==> config.mk <==
export PLATFORM = sky130hd
export DESIGN_NAME = esram_block
export DESIGN_NICKNAME = d
export VERILOG_FILES = /design/src/rtl/esram_pkg.sv /design/src/rtl/esram_block.sv
export SDC_FILE = /design/constraint.sdc
export NUM_CORES = 2
export LEC_CHECK = 0
export BUFFER_PORTS_ARGS = -buffer_cell sky130_fd_sc_hd__buf_2
export CAP_MARGIN = 20
export CORE_MARGIN = 10
export CORE_UTILIZATION = 58
export CTS_BUF_LIST = sky130_fd_sc_hd__clkbuf_4
export DETAILED_ROUTE_END_ITERATION = 10
export PLACE_DENSITY = 0.76
export SLEW_MARGIN = 20
export SYNTH_ARGS = -nofsm -noshare
export SYNTH_HDL_FRONTEND = slang
export SYNTH_MEMORY_MAX_BITS = 65536
export SYNTH_SLANG_ARGS = --single-unit
==> constraint.sdc <==
create_clock -name mclk -period 9.8 [get_ports mclk]
set_clock_uncertainty 0.15 [all_clocks]
set_input_delay 1.47 -clock mclk [delete_from_list [all_inputs] [get_ports mclk]]
set_output_delay 1.47 -clock mclk [all_outputs]
set_load 0.1 [all_outputs]
==> src/rtl/esram_pkg.sv <==
// shared constants and carriers for the embedded sram block
package esram_pkg;
	// array shape: 512 words of 9 bits hold the 4,608 bits of one block
	localparam int DATA_W    = 9;
	localparam int ADDR_W    = 9;
	localparam int DEPTH     = 512;
	localparam int INIT_BITS = 4608;

	// serial load counters
	localparam int BIT_CNT_W = 4;
	localparam int TOT_CNT_W = 13;
	localparam logic [BIT_CNT_W-1:0] BIT_LAST  = 4'h8;
	localparam logic [ADDR_W-1:0]    WORD_LAST = 9'h1FF;
	localparam logic [TOT_CNT_W-1:0] TOT_BITS  = 13'h1200;

	// reset values
	localparam logic [DATA_W-1:0]    DATA_RST  = 9'h000;
	localparam logic [ADDR_W-1:0]    ADDR_RST  = 9'h000;
	localparam logic [BIT_CNT_W-1:0] BIT_RST   = 4'h0;
	localparam logic [TOT_CNT_W-1:0] TOT_RST   = 13'h0000;

	// synchroniser lane positions for the scan pins
	localparam int SYNC_W   = 3;
	localparam int SY_SEL   = 0;
	localparam int SY_CLK   = 1;
	localparam int SY_DIN   = 2;
	localparam logic [SYNC_W-1:0] SYNC_RST = 3'h0;

	// write port bundle
	typedef struct packed {
		logic              en;
		logic [ADDR_W-1:0] addr;
		logic [DATA_W-1:0] data;
	} esram_wr_t;

	// read port bundle
	typedef struct packed {
		logic              en;
		logic [ADDR_W-1:0] addr;
	} esram_rd_t;

	// serial load pins from the user scan access
	typedef struct packed {
		logic sel;
		logic sclk;
		logic sdi;
	} esram_scan_t;
endpackage : esram_pkg

==> src/rtl/esram_block.sv <==
`timescale 1ns/1ns
`default_nettype none
module esram_block
	import esram_pkg::*;
(
	input  wire logic                mclk,         // single system clock, 125 MHz
	input  wire logic                rst,          // async, active high
	input  wire logic                out_reg_en,   // output-register option, held static in use
	input  wire esram_rd_t           rd,           // read request
	input  wire esram_wr_t           wr,           // write request
	input  wire esram_scan_t         scan,         // serial load pins, asynchronous
	output logic [DATA_W-1:0]        rd_data,      // read word, from a flop
	output logic                     rd_valid,     // one-cycle pulse with rd_data
	output logic                     init_busy,    // serial load selected
	output logic                     init_done     // full block loaded
);

	// storage array, no reset: contents survive until rewritten
	logic [DATA_W-1:0] mem [DEPTH];

	// scan pin synchroniser stages
	logic [SYNC_W-1:0] sync1_r;            // first stage, read only by sync2_r
	logic [SYNC_W-1:0] sync2_r;            // settled pin levels
	logic              sclk_prev_r;        // previous settled scan clock

	// read pipeline state
	logic [DATA_W-1:0] stage_r, stage_nxt; // pipelined capture
	logic              stage_v_r, stage_v_nxt;
	logic [DATA_W-1:0] rd_data_r, rd_data_nxt;
	logic              rd_valid_r, rd_valid_nxt;

	// serial load state
	logic [DATA_W-1:0]    shift_r, shift_nxt;     // word being assembled
	logic [BIT_CNT_W-1:0] bit_r, bit_nxt;         // bit position in word
	logic [ADDR_W-1:0]    iaddr_r, iaddr_nxt;     // word being loaded
	logic [TOT_CNT_W-1:0] tot_r, tot_nxt;         // bits taken this operation
	logic                 done_r, done_nxt;

	// decoded strobes
	logic              sclk_rise;          // scan bit arrives
	logic              init_go;            // a full loaded word is written
	logic              wr_go;              // user write is taken
	logic [DATA_W-1:0] init_word;          // word with the final bit shifted in
	logic [DATA_W-1:0] rd_word;            // array word at read address
	logic [DATA_W-1:0] wr_old;             // array word at write address

	// two-flop capture of the asynchronous scan pins
	always_ff @(posedge mclk or posedge rst) begin
		if (rst) begin
			sync1_r     <= SYNC_RST;
			sync2_r     <= SYNC_RST;
			sclk_prev_r <= 1'b0;
		end else begin
			sync1_r     <= {scan.sdi, scan.sclk, scan.sel};
			sync2_r     <= sync1_r;
			sclk_prev_r <= sync2_r[SY_CLK];
		end
	end

	// edge seen only after settling; a fast scan clock would drop bits, so it must stay well below mclk/4
	assign sclk_rise = sync2_r[SY_CLK] & ~sclk_prev_r & sync2_r[SY_SEL];
	assign init_word = {shift_r[DATA_W-2:0], sync2_r[SY_DIN]};
	assign init_go   = sclk_rise && (bit_r == BIT_LAST) && !done_r;
	// user writes are held off while a load owns the array
	assign wr_go     = wr.en && !sync2_r[SY_SEL];
	assign rd_word   = mem[rd.addr];
	assign wr_old    = mem[wr.addr];

	// serial load next-state
	always_comb begin
		shift_nxt = shift_r;
		bit_nxt   = bit_r;
		iaddr_nxt = iaddr_r;
		tot_nxt   = tot_r;
		done_nxt  = done_r;
		if (!sync2_r[SY_SEL]) begin
			// deselect ends the operation; done is kept for software to see
			bit_nxt   = BIT_RST;
			iaddr_nxt = ADDR_RST;
			tot_nxt   = TOT_RST;
		end else if (sclk_rise && !done_r) begin
			// count every bit of the block
			shift_nxt = init_word;
			tot_nxt   = tot_r + 13'h0001;
			if (bit_r == BIT_LAST) begin
				bit_nxt   = BIT_RST;
				iaddr_nxt = iaddr_r + 9'h001;
				if (iaddr_r == WORD_LAST) begin
					done_nxt = 1'b1;
				end
			end else begin
				bit_nxt = bit_r + 4'h1;
			end
		end
		// a fresh selection restarts a finished load
		if (sync2_r[SY_SEL] && done_r && tot_r == TOT_RST) begin
			done_nxt = 1'b0;
		end
	end

	// serial load registers
	always_ff @(posedge mclk or posedge rst) begin
		if (rst) begin
			shift_r <= DATA_RST;
			bit_r   <= BIT_RST;
			iaddr_r <= ADDR_RST;
			tot_r   <= TOT_RST;
			done_r  <= 1'b0;
		end else begin
			shift_r <= shift_nxt;
			bit_r   <= bit_nxt;
			iaddr_r <= iaddr_nxt;
			tot_r   <= tot_nxt;
			done_r  <= done_nxt;
		end
	end

	// array writes: load word or user word, never both in one cycle
	always_ff @(posedge mclk) begin
		if (init_go) begin
			mem[iaddr_r] <= init_word;
		end else if (wr_go) begin
			mem[wr.addr] <= wr.data;
		end
	end

	// read path next-state; read-before-write on a shared address
	always_comb begin
		stage_nxt    = stage_r;
		stage_v_nxt  = 1'b0;
		rd_data_nxt  = rd_data_r;
		rd_valid_nxt = 1'b0;
		if (out_reg_en) begin
			if (rd.en) begin
				stage_nxt = rd_word;
			end
			stage_v_nxt = rd.en;
			if (stage_v_r) begin
				rd_data_nxt  = stage_r;
				rd_valid_nxt = 1'b1;
			end
		end else if (rd.en) begin
			rd_data_nxt  = rd_word;
			rd_valid_nxt = 1'b1;
		end
	end

	// read path registers
	always_ff @(posedge mclk or posedge rst) begin
		if (rst) begin
			stage_r    <= DATA_RST;
			stage_v_r  <= 1'b0;
			rd_data_r  <= DATA_RST;
			rd_valid_r <= 1'b0;
		end else begin
			stage_r    <= stage_nxt;
			stage_v_r  <= stage_v_nxt;
			rd_data_r  <= rd_data_nxt;
			rd_valid_r <= rd_valid_nxt;
		end
	end

	assign rd_data   = rd_data_r;
	assign rd_valid  = rd_valid_r;
	assign init_busy = sync2_r[SY_SEL];
	assign init_done = done_r;
endmodule : esram_block
`default_nettype wire

# Yosys cells after proc, flatten, opt, wreduce, memory -nomap -nowiden
# Memories as Yosys holds them, arrays and structs flattened.
# Index checks and enable logic that the tools add are counted.
dict set report classes {
  add_sub_neg 3
  eq_ne 5
  muxes 28
  n_bitwise 3
  n_reduce_logical 20
}
# operator n
set op_table {}
lappend op_table {{9-bit 2-to-1 mux} 8}
lappend op_table {{13-bit 2-to-1 mux} 2}
lappend op_table {{1-bit 2-to-1 mux} 15}
lappend op_table {{13-bit by 1-bit adder with 13-bit output, second input constant} 1}
lappend op_table {{13-bit zero test} 1}
lappend op_table {{4-bit 2-to-1 mux} 3}
lappend op_table {{2-bit nonzero test} 5}
lappend op_table {{9-bit by 1-bit adder with 9-bit output, second input constant} 1}
lappend op_table {{9-bit equality test, second input constant} 1}
lappend op_table {{9-bit OR reduction} 1}
lappend op_table {{2-bit AND reduction} 4}
lappend op_table {{1-bit logical AND} 6}
lappend op_table {{2-bit by 1-bit != test with 1-bit output, second input constant} 3}
lappend op_table {{4-bit by 1-bit adder with 4-bit output, second input constant} 1}
lappend op_table {{4-bit equality test, second input constant} 1}
lappend op_table {{4-bit AND reduction} 1}
lappend op_table {{1-bit bitwise AND} 2}
lappend op_table {{1-bit zero test} 2}
lappend op_table {{1-bit inverter} 1}
dict set report word_totals {
  register_bits 62
  ram_bits 4608
  out_inout_bits 12
  wordCells 72
  mem_count 1
}
# name depth width read_ports rd_clocked_by_memory_dff write_ports line
set memory_table {}
lappend memory_table {mem 512 9 1 0 1 esram_block.sv:19} ;# logic [DATA_W-1:0] mem [DEPTH];

# Logic depth before layout (Yosys ltp)
dict set report logic_depth {
  word_depth 9
  depth_mapped 13
  ltp_nobuf 9
}

# Worst setup path after synthesis
# OpenSTA, ideal clock, no wires.
dict set report synth_path {
  kind {in2reg}
  startpoint {input port wr[18] in the netlist's numbering}
  endpoint {memory mem[0][0] (data pin)}
  setup_time_ns 1.446
  arrival_time_ns 8.572
  t_required_ns 8.204
  path_slack_ns -0.368
  cell_stages 6
  path_buffers 3
  cell_sequence {nor2b_1 clkbuf_1 clkbuf_1 buf_1 nand2_1 nand2_1}
}
dict set report synth_via {
  elab_chain_len 6
}
# element line
set synth_lines {}
lappend synth_lines {{start, declared} esram_block.sv:10} ;# input wire esram_wr_t wr,
lappend synth_lines {{1-bit logical AND} esram_block.sv:65} ;# assign wr_go = wr.en && !sync2_r[SY_SEL];
lappend synth_lines {{1-bit 2-to-1 mux} esram_block.sv:122} ;# end else if (wr_go) begin
lappend synth_lines {{1-bit 2-to-1 mux} esram_block.sv:120} ;# if (init_go) begin
lappend synth_lines {{1-bit 2-to-1 mux (not written as such)} esram_block.sv:123} ;# mem[wr.addr] <= wr.data;
lappend synth_lines {{9-bit OR reduction (no source line)} -}
lappend synth_lines {{9-bit 2-to-1 mux (no source line)} -}
lappend synth_lines {{end, declared} esram_block.sv:19}
# No other way between the ends.

# Worst setup path in the final report
dict set report layout_path {
  startpoint {input port rd[4] in the netlist's numbering}
  endpoint {register rd_data_r[8], in the netlist rd_data[8]}
}
dict set report layout_via {
  elab_chain_len 3
}
# element line
set layout_lines {}
lappend layout_lines {{start, declared} esram_block.sv:9} ;# input wire esram_rd_t rd,
lappend layout_lines {{memory 512 x 9 bit} -}
lappend layout_lines {{9-bit 2-to-1 mux} esram_block.sv:142} ;# end else if (rd.en) begin
lappend layout_lines {{9-bit 2-to-1 mux} esram_block.sv:133} ;# if (out_reg_en) begin
lappend layout_lines {{end signal, assigned} esram_block.sv:158} ;# rd_data_r <= rd_data_nxt;
lappend layout_lines {{end, declared} esram_block.sv:29} ;# logic [DATA_W-1:0] rd_data_r, rd_data_nxt;
# No other way between the ends. The select of a mux whose other input is x is not followed.
# A chain may end at the register's enable or synchronous reset.

==> impl_metrics.yaml <==
outcome:
  run_status: "complete, no violations"
timing:
  fmax_mhz: 182
  holdWs_ps: 192
  finalSetupViolCount: 0
  min_period_ps: 5490
  relSlewSlack: 0.137
  fin_setup_tns_ps: 0
  rsz0062_at_grt: "no"
  slew_viol_final: 0
  setup_ws_ps: 4310
  period_share: 0.560
  tightest_slew_ps: 1280
  hold_viol: 0
synth:
  syn-cell-area_sq_mm: 0.183
  synth_mux_area_frac: 0.138
  synth_top_family_by_area: "multiplexers"
  yosys.area_share.xor_xnor: 0.000765
  synth_edf_count: 4608
  synth_cells: 9512
  avgSynthCellArea_sq_um: 19.3
  async_flop_share: 0.0133
  ys_seq_area_frac: 0.764
  syn_nets: 9553
  yosys.cell_types.count: 66
  synth_flop_cell: "edfxtp_1"
  synth-compound-area-share: 0.0438
  yosys_warnings: 0
  synthAdderAreaFrac: 0.000410
  ys_seq_elements: 4670
  synth_simple_gate_area_share: 0.0307
routing:
  vias_per_cell: 6.57
  vias: 100369
  drtIter0Drc: 14606
  wl_per_cell_um: 31.3
  first_pass_iters: 9
  drc: 0
  ant_nets: 0
  drt-total-wl_um: 477000
floorplanning:
  core_area_sq_mm: 0.315
  die_area_sq_mm: 0.339
  die_x_um: 582
  start_util: 0.582
  rows: 206
  design.portCount: 47
  die_y_um: 582
clocking:
  numClockSinks: 4670
  cts_setup_buffers: 0
  cts_root_buffer: "clkbuf_4"
  clock_latency_ps: 1710
  htree_levels: 7
  cts_buffer_depth: 5
  cts_buffers: 1206
  cts_tree: "yes"
  path_clk_slew_ps: 60
worst_setup_path:
  start_kind: "primary input"
  cp-end-kind: "flop"
  crit_arrival_ps: 6970
  path_class: "in2reg"
  critical_path_required_ps: 11280
  worstPathMaxFanout: 61
layout:
  final_common_cell: "edfxtp_1"
  area_growth_pct: 9.77
  nets: 10386
  final_cell_mix: "edfxtp_1 (4608), clkbuf_4 (1697), mux2i_1 (1138)"
  drive_gt1_frac: 0.242
  fin_cells: 15273
  final_util: 0.639
  design_area_sq_mm: 0.201
placement:
  dpl_cell_area_sq_mm: 0.187
  dp_slack_ps: 3150
  dp_hpwl_um: 279000
  dp.cells: 13284
  place_congestion: 0.892
  portBuffers: 46
pwr:
  p_leak_nw: 66.8
  p_total_mw: 43.0
  vdd_drop_max_uv: 576
  pwr_density_cell_mw_per_mm2: 214
global_route:
  grt_pass1_wl_um: 687000
  grt_pass1_vias: 100546
  grt_antenna_before_repair: 31
  grt_max_degree: 217
  grt.overflow.total: 0
  gr-usage-all-layers: 0.279
flow_run:
  max-cap-violations: 0
min_path:
  hold_class: "reg2reg"
[flip-flops by register name, summed over array words and instances, names as in the netlist, 3 cells and up]
name / flops
mem: 4608
sync1_r: 3
tot_r: 13
bit_r: 4
iaddr_r: 9
sync2_r: 3
stage_r: 9
shift_r: 8
rd_data: 9
[per-layer routing]
| layer | vias up | share of wire | global-route usage |
|---|---|---|---|
| met5 | - | 0.00027 | 0 |
| met4 | 20 | 0.046 | 0.137 |
| met3 | 1146 | 0.14 | 0.100 |
| met2 | 7290 | 0.46 | 0.419 |
| met1 | 50819 | 0.35 | 0.365 |
| li1 | 41094 | - | - |
[cells by family after synthesis]
logic type | Yosys count
AOI/OAI and AO/OA | 1170
xor gates and xnor gates | 16
adders and majority gates | 6
buffers and inverters | 603
DFF | 4670
muxes | 1769
and+or+nand+nor | 1278
[worst max-delay path, cell delays in order]
cell	delay (ps)
buf_8	540
clkinv_2	510
buf_4	410
nand3_2	530
buf_4	470
nor3_1	200
nor4_1	680
nand4_1	350
o22ai_1	760
a211oi_1	160
o21ai_1	170
dlygate4sd3_1	570
[report_power, final]
part	internal (mW)	switching, mW	leakage [nW]
registers	23.5	0.0378	42.6
logic	0.685	2.90	15.7
clock network	8.33	7.55	8.53
total	32.5	10.5	66.8
[synthesized netlist by cell type, types with 6 or more instances]
library cell / n / area (sq um)
edfxtp_1: 4608 / 138000
nor2b_1: 47 / 294
nand3b_1: 17 / 128
nor3b_1: 6 / 45.0
a2111oi_0: 10 / 87.6
buf_1: 30 / 113
a22oi_1: 462 / 3470
nand2b_1: 40 / 250
nand4_1: 19 / 119
mux4_2: 596 / 13400
inv_1: 8 / 30.0
xnor2_1: 15 / 131
dfrtp_1: 62 / 1550
mux4_1: 10 / 263
o21ai_0: 65 / 325
nor4_1: 36 / 225
buf_8: 15 / 225
ha_1: 6 / 75.1
buf_12: 16 / 320
a22o_1: 17 / 149
mux2_2: 25 / 282
nand2_1: 224 / 841
nor3_1: 52 / 260
a211oi_1: 71 / 533
clkbuf_1: 233 / 875
a21oi_1: 250 / 1250
o21ai_1: 6 / 30.0
a311oi_1: 9 / 78.8
buf_6: 109 / 1230
o31ai_1: 11 / 82.6
a31oi_1: 23 / 144
buf_4: 98 / 736
o2111ai_1: 27 / 236
o221ai_1: 36 / 315
a221oi_1: 12 / 105
and2_1: 41 / 257
o22ai_1: 133 / 832
a32oi_1: 10 / 87.6
nand3_1: 113 / 566
buf_2: 89 / 445
mux2i_1: 1138 / 11400
nor2_1: 666 / 2500
[path summary, 6_finish.rpt]
| path | from | endpoint | slack (ps) | depth (start not counted) |
|---|---|---|---|---|
| min in group asynchronous | rst | shift_r[0] | 550 | 4 |
| setup reg to reg | init_done | mem[307][2] | 4470 | 8 |
| max in group asynchronous | rst | stage_r[3] | 8200 | 4 |
| setup / recovery | rd[4] | rd_data[8] | 4310 | 12 |
| hold / removal | sync1_r[2] | sync2_r[2] | 190 | 0 |
| hold reg to reg | sync1_r[2] | sync2_r[2] | 190 | 0 |
[layout make-up]
type / count / area (sq um)
antenna: 28 / 70.1
sequential: 4670 / 140000
tap: 4160 / 5200
fill: 20748 / 114000
clock inverter: 251 / 1420
multi-input combinational: 4239 / 39600
clock buffer: 1697 / 12700
timing repair buffer: 218 / 1970
inverter: 10 / 40.0
[what timing repair did]
action,CTS,global route
hold endpoints to repair,66,0
setup endpoints to repair,0,0
hold buffers,7,0
gates resized for setup,0,0
Power figures use the tool's default switching activity.
